[src/pkg/rft_pkg.sv]
package rft_pkg;
  localparam int unsigned CLK_HZ          = 100_000_000;
  localparam int unsigned BAUD            = 115_200;
  localparam logic [15:0] BIT_CYC         = 16'(CLK_HZ / BAUD);
  localparam logic [7:0]  HDR_BYTE        = 8'haa;
  localparam logic [7:0]  TRL_BYTE        = 8'h55;
  localparam logic [7:0]  GEST_NONE       = 8'h00;
  localparam logic [7:0]  GEST_SEEN       = 8'h01;
  localparam int unsigned FRAME_LEN       = 5;
  localparam int unsigned PERIOD_MS       = 50;
  localparam int unsigned PERIOD_CYC      = PERIOD_MS * (CLK_HZ / 1000);
  localparam int unsigned GEST_LAT_MS     = 250;
  localparam int unsigned GEST_LAT_CYC    = GEST_LAT_MS * (CLK_HZ / 1000);
  localparam logic [15:0] RANGE_CM_DFLT   = 16'd120;
  localparam int unsigned CNT_W           = 32;
endpackage

[src/rtl/rft_frame_tx.sv]
// Functional notes
// - each result goes out as one serial frame starting with header 0xaa.
// - distance follows header as 16-bit centimetres, low byte first.
// - one gesture byte then trailer 0x55; frame is five bytes.
// - gesture byte is 0x00 for none and 0x01 for recognised.
// - recognised gesture appears in a frame about a quarter second later.
// - gesture flag set only when distance lies within configurable range.
// - frames emitted once per reporting period of fifty milliseconds.
`timescale 1ns/100ps
module rft_frame_tx
  import rft_pkg::*;
#(
  parameter int unsigned PERIOD  = PERIOD_CYC,
  parameter int unsigned GEST_LAT = GEST_LAT_CYC
)
(
  input  wire logic        CLK,
  input  wire logic        RST,
  input  wire logic [15:0] DIST_CM,
  input  wire logic        GEST_EVT,
  input  wire logic [15:0] RANGE_CM,
  output      logic        TXD,
  output      logic        BUSY
);
  typedef enum logic [1:0] {
    ST_IDLE = 2'b01,
    ST_SEND = 2'b10
  } rft_state_e;

  rft_state_e       state_q;
  logic [CNT_W-1:0] per_q;
  logic [CNT_W-1:0] lat_q;
  logic             lat_run_q;
  logic             gest_q;
  logic [15:0]      dist_q;
  logic [2:0]       idx_q;
  logic [7:0]       byte_d;
  logic             tx_ready;
  logic             tx_valid;
  logic             tick;

  function automatic logic [7:0] frame_byte(input logic [2:0] i,
                                            input logic [15:0] d,
                                            input logic g);
    case (i)
      3'h0:    frame_byte = HDR_BYTE;
      3'h1:    frame_byte = d[7:0];
      3'h2:    frame_byte = d[15:8];
      3'h3:    frame_byte = g ? GEST_SEEN : GEST_NONE;
      default: frame_byte = TRL_BYTE;
    endcase
  endfunction

  assign tick = (per_q == PERIOD - 1);

  // reporting period counter
  always_ff @(posedge CLK or posedge RST)
  begin
    if (RST)
      per_q <= '0;
    else if (tick)
      per_q <= '0;
    else
      per_q <= per_q + 1'b1;
  end

  // gesture latency: in-range event surfaces after the pipeline delay
  always_ff @(posedge CLK or posedge RST)
  begin
    if (RST)
    begin
      lat_q     <= '0;
      lat_run_q <= 1'b0;
      gest_q    <= 1'b0;
    end
    else
    begin
      if (GEST_EVT && DIST_CM <= RANGE_CM && !lat_run_q)
      begin
        lat_run_q <= 1'b1;
        lat_q     <= '0;
      end
      else if (lat_run_q && lat_q == GEST_LAT - 1)
      begin
        lat_run_q <= 1'b0;
        gest_q    <= 1'b1;
      end
      else if (lat_run_q)
        lat_q <= lat_q + 1'b1;
      if (state_q == ST_IDLE && tick && !(lat_run_q && lat_q == GEST_LAT - 1))
        gest_q <= 1'b0;
    end
  end

  // frame sequencer
  always_ff @(posedge CLK or posedge RST)
  begin
    if (RST)
    begin
      state_q <= ST_IDLE;
      idx_q   <= 3'h0;
      dist_q  <= 16'h0;
    end
    else
    begin
      case (state_q)
        ST_IDLE:
          if (tick)
          begin
            state_q <= ST_SEND;
            idx_q   <= 3'h0;
            dist_q  <= DIST_CM;
          end
        ST_SEND:
          if (tx_ready)
          begin
            if (idx_q == 3'(FRAME_LEN - 1))
              state_q <= ST_IDLE;
            else
              idx_q <= idx_q + 3'h1;
          end
        default:
          state_q <= ST_IDLE;
      endcase
    end
  end

  logic gest_frame_q;
  always_ff @(posedge CLK or posedge RST)
  begin
    if (RST)
      gest_frame_q <= 1'b0;
    else if (state_q == ST_IDLE && tick)
      gest_frame_q <= gest_q;
  end

  assign byte_d   = frame_byte(idx_q, dist_q, gest_frame_q);
  assign tx_valid = (state_q == ST_SEND);
  assign BUSY     = (state_q == ST_SEND) || !tx_ready;

  rft_uart_tx u_tx (
    .clk   (CLK),
    .rst   (RST),
    .valid (tx_valid),
    .data  (byte_d),
    .ready (tx_ready),
    .txd   (TXD)
  );

  frame_start_a: assert property (@(posedge CLK) disable iff (RST)
    (state_q == ST_IDLE && tick) |=> (state_q == ST_SEND && idx_q == 3'h0))
    else $error("frame did not start on period tick");

  header_first_a: assert property (@(posedge CLK) disable iff (RST)
    (tx_valid && tx_ready && idx_q == 3'h0) |-> byte_d == 8'haa)
    else $error("header byte wrong");

  line_idle_a: assert property (@(posedge CLK) disable iff (RST)
    !BUSY |-> TXD)
    else $error("serial line not idle between frames");

  dist_order_a: assert property (@(posedge CLK) disable iff (RST)
    (tx_valid && tx_ready && idx_q == 3'h1) |-> byte_d == dist_q[7:0])
    else $error("distance low byte not first");

  dist_high_a: assert property (@(posedge CLK) disable iff (RST)
    (tx_valid && tx_ready && idx_q == 3'h2) |-> byte_d == dist_q[15:8])
    else $error("distance high byte not second");

  dist_latch_a: assert property (@(posedge CLK) disable iff (RST)
    (state_q == ST_IDLE && tick) |=> dist_q == $past(DIST_CM))
    else $error("distance not captured at frame start");

  trailer_last_a: assert property (@(posedge CLK) disable iff (RST)
    (tx_valid && tx_ready && idx_q == 3'h4) |=> state_q == ST_IDLE)
    else $error("frame not five bytes");

  busy_hold_a: assert property (@(posedge CLK) disable iff (RST)
    (tx_valid && tx_ready && idx_q == 3'h4) |=> BUSY)
    else $error("busy dropped before trailer went out");

  trailer_val_a: assert property (@(posedge CLK) disable iff (RST)
    (tx_valid && idx_q == 3'h4) |-> byte_d == 8'h55)
    else $error("trailer byte wrong");

  gest_code_a: assert property (@(posedge CLK) disable iff (RST)
    (tx_valid && idx_q == 3'h3) |-> byte_d[7:1] == 7'h0)
    else $error("gesture byte not 0 or 1");

  gest_byte_a: assert property (@(posedge CLK) disable iff (RST)
    (tx_valid && idx_q == 3'h3) |-> byte_d[0] == gest_frame_q)
    else $error("gesture byte does not follow latched flag");

  range_gate_a: assert property (@(posedge CLK) disable iff (RST)
    (GEST_EVT && DIST_CM > RANGE_CM && !lat_run_q) |=> !lat_run_q)
    else $error("out of range gesture accepted");

  range_accept_a: assert property (@(posedge CLK) disable iff (RST)
    (GEST_EVT && DIST_CM <= RANGE_CM && !lat_run_q) |=>
      (lat_run_q && lat_q == '0))
    else $error("in range gesture not accepted");

  lat_done_a: assert property (@(posedge CLK) disable iff (RST)
    (lat_run_q && lat_q == GEST_LAT - 1) |=> gest_q)
    else $error("gesture flag not raised after latency");

  gest_latch_a: assert property (@(posedge CLK) disable iff (RST)
    (state_q == ST_IDLE && tick) |=> gest_frame_q == $past(gest_q))
    else $error("gesture flag not carried into frame");

  gest_clear_a: assert property (@(posedge CLK) disable iff (RST)
    (state_q == ST_IDLE && tick && !(lat_run_q && lat_q == GEST_LAT - 1))
      |=> !gest_q)
    else $error("gesture flag not cleared at frame start");

  frame_c: cover property (@(posedge CLK) disable iff (RST)
    tx_valid && tx_ready && idx_q == 3'h4);

  gest_c: cover property (@(posedge CLK) disable iff (RST)
    tx_valid && idx_q == 3'h3 && byte_d == 8'h01);

  range_c: cover property (@(posedge CLK) disable iff (RST)
    GEST_EVT && DIST_CM > RANGE_CM);

  done_c: cover property (@(posedge CLK) disable iff (RST)
    lat_run_q && lat_q == GEST_LAT - 1);
endmodule

[src/rtl/rft_uart_tx.sv]
`timescale 1ns/100ps
module rft_uart_tx
  import rft_pkg::*;
(
  input  wire logic       clk,
  input  wire logic       rst,
  input  wire logic       valid,
  input  wire logic [7:0] data,
  output      logic       ready,
  output      logic       txd
);
  logic [9:0]  shift_q;
  logic [3:0]  bits_q;
  logic [15:0] cyc_q;

  assign ready = (bits_q == 4'h0);

  always_ff @(posedge clk or posedge rst)
  begin
    if (rst)
    begin
      shift_q <= 10'h3ff;
      bits_q  <= 4'h0;
      cyc_q   <= 16'h0;
    end
    else if (bits_q == 4'h0)
    begin
      if (valid)
      begin
        shift_q <= {1'b1, data, 1'b0};
        bits_q  <= 4'ha;
        cyc_q   <= BIT_CYC - 16'h1;
      end
    end
    else if (cyc_q == 16'h0)
    begin
      shift_q <= {1'b1, shift_q[9:1]};
      bits_q  <= bits_q - 4'h1;
      cyc_q   <= BIT_CYC - 16'h1;
    end
    else
      cyc_q <= cyc_q - 16'h1;
  end

  assign txd = shift_q[0];
endmodule

[config.mk]
export PLATFORM = sky130hd
export DESIGN_NAME = rft_frame_tx
export DESIGN_NICKNAME = d
export VERILOG_FILES = /design/src/pkg/rft_pkg.sv /design/src/rtl/rft_frame_tx.sv /design/src/rtl/rft_uart_tx.sv
export SDC_FILE = /design/constraint.sdc
export NUM_CORES = 1
export LEC_CHECK = 0
export BUFFER_PORTS_ARGS = -buffer_cell sky130_fd_sc_hd__buf_2
export CAP_MARGIN = 10
export CORE_AREA = 2 2 116 118
export CTS_BUF_LIST = sky130_fd_sc_hd__clkbuf_8
export CTS_CLUSTER_DIAMETER = 150
export DETAILED_ROUTE_END_ITERATION = 16
export DIE_AREA = 0 0 118 120
export PLACE_DENSITY = 0.66
export SLEW_MARGIN = 10
export SYNTH_ARGS = -nofsm -noshare
export SYNTH_HDL_FRONTEND = slang
export SYNTH_HIERARCHICAL = 1
export SYNTH_SLANG_ARGS = --single-unit
[constraint.sdc]
create_clock -name CLK -period 7.82 [get_ports CLK]
set_input_delay 1.955 -clock CLK [delete_from_list [all_inputs] [get_ports CLK]]
set_output_delay 1.955 -clock CLK [all_outputs]
set_load 0.1 [all_outputs]
=== Yosys cells after proc, flatten, opt, wreduce, memory -nomap -nowiden ===
Index checks and enable logic that the tools add are counted.

* Flip-flop bits (word level): 118
* Input port bits: 35
* Word-level logic and storage cells: 83

* Add/sub/neg operators: 5
* $lt $le $gt $ge: 1
* Eq/ne operators: 15
* Multiplexer cells: 28
* Reduce and logical (&&, ||, !) cells: 23

{| class="wikitable"
|+ Operators with widths
! kind !! count
|-
| $mux 32 || 4
|-
| $add 32x1->32 const B || 2
|-
| $mux 16 || 3
|-
| $eq 32x23->1 const B || 1
|-
| $eq 32x25->1 const B || 1
|-
| $pmux 8 s4 || 1
|-
| $mux 10 || 3
|-
| $le 16x16->1 || 1
|-
| $logic_not 16->1 || 1
|-
| $sub 16x1->16 const B || 1
|-
| $mux 4 || 3
|-
| $reduce_bool 2->1 || 5
|-
| $mux 3 || 3
|-
| $ne 2x2->1 const B || 4
|-
| $reduce_and 2->1 || 4
|-
| $eq 3x2->1 const B || 2
|-
| $mux 1 || 6
|-
| $mux 2 || 3
|-
| $ne 2x1->1 const B || 3
|-
| $pmux 3 s2 || 1
|-
| $logic_and 1x1->1 || 5
|-
| $logic_not 4->1 || 1
|-
| $pmux 2 s2 || 1
|-
| $reduce_and 4->1 || 1
|-
| 10 further kinds || 12
|}

=== Longest topological paths before layout ===
Gate-level depths: netlist (run 1).

* Depth after elaboration: 6
* Gate-level depth with buffers: 9
* Depth with buffers taken out: 8

=== Hierarchy ===
Netlist (run 1), hierarchy kept.

{| class="wikitable"
|+ By module, submodules not included
! module !! times used !! cells an instance !! area each (sq um) !! sequential area each (sq um)
|-
| rft_frame_tx || 1 || 469 || 4782.1 || 2203.4
|-
| rft_uart_tx || 1 || 165 || 1526.5 || 737.0
|}

=== Least setup slack after synthesis (run 1) ===
OpenSTA, ideal clock, no wires.

* Path kind: input-to-reg
* Start point: input port RANGE_CM[14]
* End point: register lat_q[0]
* Arrival time: 3.712 ns
* Data required time: 7.684 ns
* Setup slack: 3.972 ns
* Stages on the path: 7
* Buffers on the path: 1
* Cells stage by stage: inv_1 > ha_1 > and4_1 > a2111o_1 > nor4_1 > clkbuf_1 > nor3_1

* Longest elaborated chain between the ends: 5

{| class="wikitable"
|+ Ends and longest elaborated chain
! item !! line !! source
|-
| from (decl) || rft_frame_tx.sv:21 || <nowiki>input wire logic [15:0] RANGE_CM,</nowiki>
|-
| $le 16x16->1 * || rft_frame_tx.sv:78 || <nowiki>if (GEST_EVT && DIST_CM <= RANGE_CM && !lat_run_q)</nowiki>
|-
| $logic_and 1x1->1 * (2 in a row) || rft_frame_tx.sv:78 ||
|-
| $ne 2x2->1 (no line) / $reduce_bool 2->1 (equally long branches) || -- ||
|-
| $reduce_and 2->1 (no line) || -- ||
|-
| to (signal assigned) || rft_frame_tx.sv:89 || <nowiki>lat_q <= lat_q + 1'b1;</nowiki>
|-
| to (decl) || rft_frame_tx.sv:32 || <nowiki>logic [CNT_W-1:0] lat_q;</nowiki>
|}

Every way passes the cells marked *; elsewhere a longest branch is shown, timed or not.
A chain may end at the register's enable or synchronous reset.

=== Worst setup path in the final report (run 1) ===
* Start point: register u_tx.bits_q[0]
* End point: output port BUSY

* Longest elaborated chain between the ends: 3

{| class="wikitable"
|+ Ends and longest elaborated chain
! item !! line !! source
|-
| from (decl) || rft_uart_tx.sv:13 || <nowiki>logic [3:0] bits_q;</nowiki>
|-
| from (signal assigned) || rft_uart_tx.sv:38 || <nowiki>bits_q <= bits_q - 4'h1;</nowiki>
|-
| $logic_not 4->1 || rft_uart_tx.sv:16 || <nowiki>assign ready = (bits_q == 4'h0);</nowiki>
|-
| net tx_ready || rft_frame_tx.sv:38 || <nowiki>logic tx_ready;</nowiki>
|-
| $logic_not 1->1 || rft_frame_tx.sv:139 || <nowiki>assign BUSY = (state_q == ST_SEND) || !tx_ready;</nowiki>
|-
| $logic_or 1x1->1 || rft_frame_tx.sv:139 ||
|-
| to (decl) || rft_frame_tx.sv:23 || <nowiki>output logic BUSY</nowiki>
|}

The timed path passes the listed nets, and every way through them passes these cells.

==> metrics.txt, run 1 <==
# TYPE chip_impl_metric gauge
chip_impl_info{name="run_status",value="completed"} 1
chip_impl_metric{name="ys_seq_elements",unit=""} 117
chip_impl_metric{name="fin_util",unit=""} 0.548
chip_impl_info{name="yosys.area.top_type",value="dfrtp_1"} 1
chip_impl_metric{name="finalSetupTns",unit="ps"} 0
chip_impl_metric{name="tritoncts_num_sinks",unit=""} 117
chip_impl_info{name="synth-main-ff-cell",value="dfrtp_1"} 1
chip_impl_metric{name="netlist-cell-type-count",unit=""} 67
chip_impl_info{name="synth_top_cells_by_area",value="dfrtp_1 42%, ha_1 5.0%, xor2_1 4.3%, dfstp_2 4.2%, nor2_1 3.4%"} 1
chip_impl_metric{name="die-width",unit="microns"} 118
chip_impl_metric{name="asyncSetResetFlopFracSynth",unit=""} 1.00
chip_impl_info{name="hold_path_class",value="reg -> reg"} 1
chip_impl_metric{name="cts_setup_buffers",unit=""} 0
chip_impl_metric{name="cts_hold_buffers",unit=""} 0
chip_impl_metric{name="worst_hold_path.num_cells",unit=""} 2
chip_impl_info{name="path_cells",value="inv_1 -> ha_1 -> nand2_1 -> inv_1 -> nand2b_1 -> buf_2"} 1
chip_impl_info{name="crit_path_slowest_cell",value="buf_2"} 1
chip_impl_metric{name="setup_viol",unit=""} 0
chip_impl_metric{name="grt_pass1_wl",unit="microns"} 23300
chip_impl_info{name="tritoncts",value="done"} 1
chip_impl_metric{name="crit_path_max_fanout",unit=""} 18
chip_impl_info{name="unrepaired_setup_endpoints_after_global_routing",value="false"} 1
chip_impl_metric{name="drt_pass1_iterations",unit=""} 4
chip_impl_metric{name="power",unit="W"} 0.00128
chip_impl_metric{name="portbufs",unit=""} 36
chip_impl_metric{name="final_net_count",unit=""} 735
chip_impl_metric{name="ant_nets",unit=""} 0
chip_impl_metric{name="dr.first_iter.drc_count",unit=""} 430
chip_impl_metric{name="worst_slew_pin_slew",unit="ps"} 1170
chip_impl_metric{name="diodes",unit=""} 0
chip_impl_metric{name="slew_violations",unit=""} 0
chip_impl_metric{name="synth.cell_area",unit="sq mm"} 0.00631
chip_impl_metric{name="avgSynthCellArea",unit="sq um"} 9.95
chip_impl_metric{name="cts_htree_levels",unit=""} 4
chip_impl_info{name="crit_path_class",value="reg -> out"} 1
chip_impl_metric{name="area.growth.synth_to_final",unit="%"} 12.8
chip_impl_metric{name="synth_enable_flop_cells",unit=""} 0
chip_impl_metric{name="ir_worst_vdd",unit="uV"} 132
chip_impl_metric{name="final.min_clock_period",unit="ps"} 4170
chip_impl_metric{name="drc",unit=""} 0
chip_impl_metric{name="post_drt_via_cell_ratio",unit=""} 5.59
chip_impl_metric{name="gp_congestion",unit=""} 0.840
chip_impl_info{name="crit_path_end_kind",value="output port"} 1
chip_impl_metric{name="post_synth_inst_count",unit=""} 634
chip_impl_metric{name="row_count",unit=""} 42
chip_impl_metric{name="grt_pass1_vias",unit=""} 4932
chip_impl_metric{name="path_clk_slew",unit="ps"} 70
chip_impl_metric{name="grt_usage",unit=""} 0.202
chip_impl_metric{name="finalWirelength",unit="microns"} 13100
chip_impl_metric{name="worstRegToRegCells",unit=""} 5
chip_impl_info{name="cts_root_buffer",value="clkbuf_8"} 1
chip_impl_metric{name="hpwl",unit="microns"} 9130
chip_impl_metric{name="worst_ep_required_time",unit="ps"} 5870
chip_impl_metric{name="leakage",unit="nW"} 3.24
chip_impl_info{name="setup.worst_path.start_class",value="register"} 1
chip_impl_metric{name="timing.fmax",unit="GHz"} 0.240
chip_impl_metric{name="synth.yosys.seq_area_share",unit=""} 0.466
chip_impl_metric{name="antenna_found_initial",unit=""} 0
chip_impl_metric{name="slew_headroom",unit=""} 0.213
chip_impl_metric{name="cts_made_buffers",unit=""} 17
chip_impl_metric{name="core_area",unit="sq mm"} 0.0130
chip_impl_metric{name="die_area",unit="sq mm"} 0.0142
chip_impl_metric{name="io_pins",unit=""} 37
chip_impl_metric{name="grt_overflow",unit=""} 0
chip_impl_metric{name="cts_max_path_buffers",unit=""} 2
chip_impl_metric{name="initial_core_util",unit=""} 0.486
chip_impl_metric{name="ys_warn_count",unit=""} 6
chip_impl_info{name="worst_path_dominant_cell_family",value="buffers and inverters"} 1
chip_impl_metric{name="avg_wl_per_cell",unit="microns"} 15.2
chip_impl_metric{name="fraction_of_post_synthesis_cell_area_in_the_top_cell_type_by_area",unit=""} 0.424
chip_impl_metric{name="fin_skew",unit="ps"} 10.6
chip_impl_metric{name="largest_net_degree_at_the_start_of_global_routing",unit=""} 82
chip_impl_metric{name="synth_nets",unit=""} 694
chip_impl_metric{name="clkLatencyLatePin",unit="ps"} 440
chip_impl_metric{name="chipHeight",unit="microns"} 120
chip_impl_metric{name="path_buf_inv",unit=""} 3
chip_impl_metric{name="drv_cap",unit=""} 0
chip_impl_metric{name="critical_path_cell_count",unit=""} 6
chip_impl_metric{name="final_layout_size_suffix_gt1_frac",unit=""} 0.185
chip_impl_metric{name="detailroute.via_count",unit=""} 4833
chip_impl_metric{name="critical_path_arrival",unit="ps"} 2220
chip_impl_metric{name="critPathMaxStageDelay",unit="ps"} 430
chip_impl_metric{name="power_density",unit="mW/mm^2"} 180
chip_impl_metric{name="report.final.hold_viol_count",unit=""} 0
chip_impl_info{name="cpMostUsedCell",value="inv_1"} 1
chip_impl_metric{name="cts_repair_resize_count",unit=""} 0
chip_impl_metric{name="post-route-period-util",unit=""} 0.534
-- Yosys cell counts (5+ instances only) --
library cell,instances
and4_1,6
a211oi_1,6
a21oi_1,18
nand4_1,22
and3_1,9
o22ai_2,5
xnor2_1,23
dfstp_2,10
nand2_1,37
ha_1,25
or4_1,5
a22oi_1,5
nor3_1,40
nor2_1,57
nor4b_1,5
or3_1,6
o21ai_0,22
clkbuf_1,11
dfrtp_1,107
nor4_1,17
xor2_1,31
nand3_1,34
o31ai_1,5
mux2_2,17
inv_1,39
-- report_power, final --
part           total [W]  internal (W)  switching [W]
combinational  0.0000395     0.0000141      0.0000254
sequential      0.000605      0.000605              0
clock           0.000639      0.000400       0.000239
-- worst paths after layout --
kind | start | endpoint | slack, ps
max | u_tx/bits_q[0] | BUSY | 3650
min reg2reg | u_tx/shift_q[1] | u_tx/shift_q[0] | 470
min | u_tx/shift_q[1] | u_tx/shift_q[0] | 470
max in group asynchronous | RST | per_q[22] | 5200
max reg2reg | per_q[20] | dist_q[13] | 5310
min in group asynchronous | RST | dist_q[10] | 1400
-- cells in the final DEF, fill, tap and decap left out, types with 23 or more instances in the layout --
cell       n
nand3_1   34
buf_2     36
inv_1     39
nor2_1    57
nor3_1    39
ha_1      25
xor2_1    31
xnor2_1   23
nand2_1   37
dfrtp_1  107
-- metrics by stage --
stage	cell area [sq um]	setup slack, ps	instances	hold WS (ps)
2_1_floorplan	6310	3590	634	439
3_3_place_gp	6650	3960	832	449
3_5_place_dp	6650	3880	832	455
4_1_cts	7110	3620	864	467
5_1_grt	7120	3420	864	493
6_report	7120	3650	864	469
-- cell type report --
type / count / area [sq um]
clock buffers: 20 / 275
inverters: 39 / 148
well taps: 176 / 220
repair buffers: 41 / 218
multi-input cells: 459 / 3130
clock inverters: 12 / 183
flip-flops and latches: 117 / 2940
fillers: 1146 / 5860
-- worst reg2reg max path, cell delays in order (launching register included) --
cell,delay [ps]
dfrtp_1,420
or4b_1,520
or4_4,460
nor4_4,290
buf_4,320
mux2_2,390
-- sequential cells by signal (all words and copies together) (netlist names), 2 cells and up --
name          cells
u_tx/bits_q       4
u_tx/shift_q      9
per_q            32
idx_q             3
lat_q            32
u_tx/cyc_q       16
dist_q           16
state_q           2
-- per-layer routing --
layer	vias up	routed length [microns]	GRT usage
li1	2366	-	-
met2	57	6420	0.329
met3	11	355	0.0490
met1	2399	6250	0.265
met4	0	121	0.0700
met5	-	0	0
-- cells by family (layout without fill, tap and decap cells) --
| logic type | count (synthesis) | after routing | synth area share |
|---|---|---|---|
| adder cells (fa/ha/maj) | 25 | 25 | 0.0496 |
| AO/OA/AOI/OAI | 90 | 90 | 0.0982 |
| flip-flops | 117 | 117 | 0.466 |
| XOR/XNOR | 54 | 54 | 0.0750 |
| multiplexers | 19 | 19 | 0.0335 |
| buffers and inverters | 58 | 112 | 0.0399 |
| AND/OR/NAND/NOR | 271 | 271 | 0.238 |
Power figures use the tool's default switching activity.
==> run 2: changes to the inputs <==
- clock period: 7.82 -> 3.9 ns (I/O delays scaled with it)
==> run 2 against run 1 <==
Against the previous run:
- combinational power increased by 110%
- power increased by 97%
- core utilization rose by 0.18 points
- cell area rose by 0.33%
- wire length down 0.37%
- sequential share of layout area shrank 0.14 points
- global-route usage rose by 0.14 points
- worst hold slack worse by 6.3 ps
- cell count increased by 0.35%
- clock power increased by 94%
- die area did not move
- first-iteration DRC count down 22%
- critical path type unchanged
==> metrics.txt, run 2 (synthesized netlist as in run 1, its figures left out) <==
# TYPE chip_impl_metric gauge
chip_impl_metric{name="cts_setup_buffers",unit=""} 0
chip_impl_metric{name="final.min_clock_period",unit="ps"} 3230
chip_impl_metric{name="drv_cap",unit=""} 0
chip_impl_metric{name="chipHeight",unit="microns"} 120
chip_impl_metric{name="row_count",unit=""} 42
chip_impl_metric{name="critPathMaxStageDelay",unit="ps"} 440
chip_impl_info{name="run_status",value="completed"} 1
chip_impl_metric{name="cts_htree_levels",unit=""} 4
chip_impl_metric{name="final_net_count",unit=""} 738
chip_impl_metric{name="finalInstanceArea",unit="sq mm"} 0.00714
chip_impl_metric{name="portbufs",unit=""} 36
chip_impl_metric{name="area.growth.synth_to_final",unit="%"} 13.2
chip_impl_metric{name="crit_path_max_fanout",unit=""} 18
chip_impl_metric{name="gp_congestion",unit=""} 0.813
chip_impl_metric{name="fin_util",unit=""} 0.550
chip_impl_metric{name="clkLatencyLatePin",unit="ps"} 450
chip_impl_metric{name="fin_skew",unit="ps"} 9.62
chip_impl_info{name="commonest_cells_after_routing_fill_and_taps_aside",value="107 x dfrtp_1, 57 x nor2_1, 40 x inv_1"} 1
chip_impl_info{name="path_cells",value="inv_1 -> ha_1 -> nand2_1 -> inv_1 -> nand2b_1 -> buf_2"} 1
chip_impl_metric{name="slew_headroom",unit=""} 0.257
chip_impl_metric{name="timing.fmax",unit="GHz"} 0.309
chip_impl_metric{name="diodes",unit=""} 0
chip_impl_metric{name="setup_viol",unit=""} 0
chip_impl_metric{name="cts_hold_buffers",unit=""} 0
chip_impl_metric{name="die_area",unit="sq mm"} 0.0142
chip_impl_metric{name="cts_repair_resize_count",unit=""} 0
chip_impl_metric{name="ant_nets",unit=""} 0
chip_impl_metric{name="ir_worst_vdd",unit="uV"} 218
chip_impl_metric{name="finalWirelength",unit="microns"} 13100
chip_impl_info{name="mostFrequentLayoutCell",value="dfrtp_1"} 1
chip_impl_metric{name="core_area",unit="sq mm"} 0.0130
chip_impl_metric{name="cts_made_buffers",unit=""} 17
chip_impl_info{name="worst_hold_startpoint",value="u_tx/shift_q[1]"} 1
chip_impl_metric{name="dr.first_iter.drc_count",unit=""} 337
chip_impl_metric{name="postPlaceCellArea",unit="sq mm"} 0.00668
chip_impl_metric{name="fin_hold_ws",unit="ps"} 463
chip_impl_metric{name="power_density",unit="mW/mm^2"} 355
chip_impl_metric{name="grt_pass1_vias",unit=""} 5129
chip_impl_metric{name="critical_path_arrival",unit="ps"} 2260
chip_impl_info{name="cts_root_buffer",value="clkbuf_8"} 1
chip_impl_metric{name="worst_ep_required_time",unit="ps"} 2920
chip_impl_metric{name="final_layout_size_suffix_gt1_frac",unit=""} 0.187
chip_impl_metric{name="drt_pass1_iterations",unit=""} 5
chip_impl_info{name="critPathLaunch",value="u_tx/bits_q[0]"} 1
chip_impl_metric{name="avg_wl_per_cell",unit="microns"} 15.1
chip_impl_metric{name="grt_usage",unit=""} 0.204
chip_impl_metric{name="post_drt_via_cell_ratio",unit=""} 5.65
chip_impl_metric{name="worst_slew_pin_slew",unit="ps"} 1100
chip_impl_info{name="setup.worst_path.start_class",value="register"} 1
chip_impl_info{name="unrepaired_setup_endpoints_after_global_routing",value="false"} 1
chip_impl_metric{name="tritoncts_num_sinks",unit=""} 117
chip_impl_metric{name="io_pins",unit=""} 37
chip_impl_metric{name="detailroute.via_count",unit=""} 4898
chip_impl_metric{name="grt_pass1_wl",unit="microns"} 23400
chip_impl_metric{name="finalSetupTns",unit="ps"} 0
chip_impl_metric{name="drc",unit=""} 0
chip_impl_info{name="crit_path_slowest_cell",value="buf_2"} 1
chip_impl_metric{name="antenna_found_initial",unit=""} 0
chip_impl_metric{name="grt_overflow",unit=""} 0
chip_impl_metric{name="cts_max_path_buffers",unit=""} 2
chip_impl_info{name="cpMostUsedCell",value="inv_1"} 1
chip_impl_metric{name="post-route-period-util",unit=""} 0.829
chip_impl_metric{name="report.final.hold_viol_count",unit=""} 0
chip_impl_info{name="crit_path_class",value="reg -> out"} 1
chip_impl_info{name="tritoncts",value="done"} 1
chip_impl_metric{name="leakage",unit="nW"} 3.26
chip_impl_metric{name="hpwl",unit="microns"} 9100
chip_impl_metric{name="slew_violations",unit=""} 0
chip_impl_metric{name="largest_net_degree_at_the_start_of_global_routing",unit=""} 89
chip_impl_info{name="crit_path_end_kind",value="output port"} 1
chip_impl_metric{name="die-width",unit="microns"} 118
chip_impl_info{name="rr_startpoint",value="per_q[20]"} 1
chip_impl_metric{name="path_clk_slew",unit="ps"} 70
chip_impl_info{name="hold_path_class",value="reg -> reg"} 1
chip_impl_metric{name="initial_core_util",unit=""} 0.486
chip_impl_info{name="reg_top3",value="lat_q: 32 flops, per_q: 32 flops"} 1
-- run 2: area by class of cell --
type / count / area [sq um]
fillers: 1171 / 5840
inverters: 39 / 148
multi-input cells: 459 / 3130
clock buffers: 21 / 289
clock inverters: 11 / 155
flip-flops and latches: 117 / 2940
repair buffers: 44 / 260
well taps: 176 / 220
-- run 2: worst paths after layout --
check	end	slack (ps)	depth (start not counted)
setup / recovery	BUSY	670	6
hold / removal	u_tx/shift_q[0]	460	2
setup reg to reg	dist_q[9]	1410	5
hold reg to reg	u_tx/shift_q[0]	460	2
max in group asynchronous	u_tx/cyc_q[8]	2770	3
min in group asynchronous	u_tx/bits_q[0]	610	2
-- run 2: report_power, final --
| group | switching (W) | leakage (nW) | internal [W] | total [W] |
|---|---|---|---|---|
| clock network | 0.000480 | 0.234 | 0.000755 | 0.00124 |
| logic | 0.0000517 | 1.45 | 0.0000312 | 0.0000829 |
| registers | 0 | 1.57 | 0.00121 | 0.00121 |
| total | 0.000532 | 3.26 | 0.00200 | 0.00253 |
-- run 2: metal layers --
metal / global-route usage / routed length [microns] / up-vias
met5: 0 / 0 / -
met4: 0.0663 / 129 / 0
met3: 0.0504 / 411 / 10
met2: 0.348 / 6470 / 57
met1: 0.254 / 6090 / 2452
li1: - / - / 2379
-- run 2: metrics by stage --
step           setup WS [ps]  instances  total power (W)
2_1_floorplan            648        634          0.00128
3_3_place_gp            1010        834          0.00131
3_5_place_dp             977        834          0.00132
4_1_cts                  646        866          0.00256
5_1_grt                  480        867          0.00264
6_report                 667        867          0.00253
-- run 2: worst max-delay path: cells and delay by family (launching register included) --
kind	cells	cell delay, ps
adders and majority gates	1	210
buffers and inverters	3	830
and+or+nand+nor	2	390
DFF	1	400
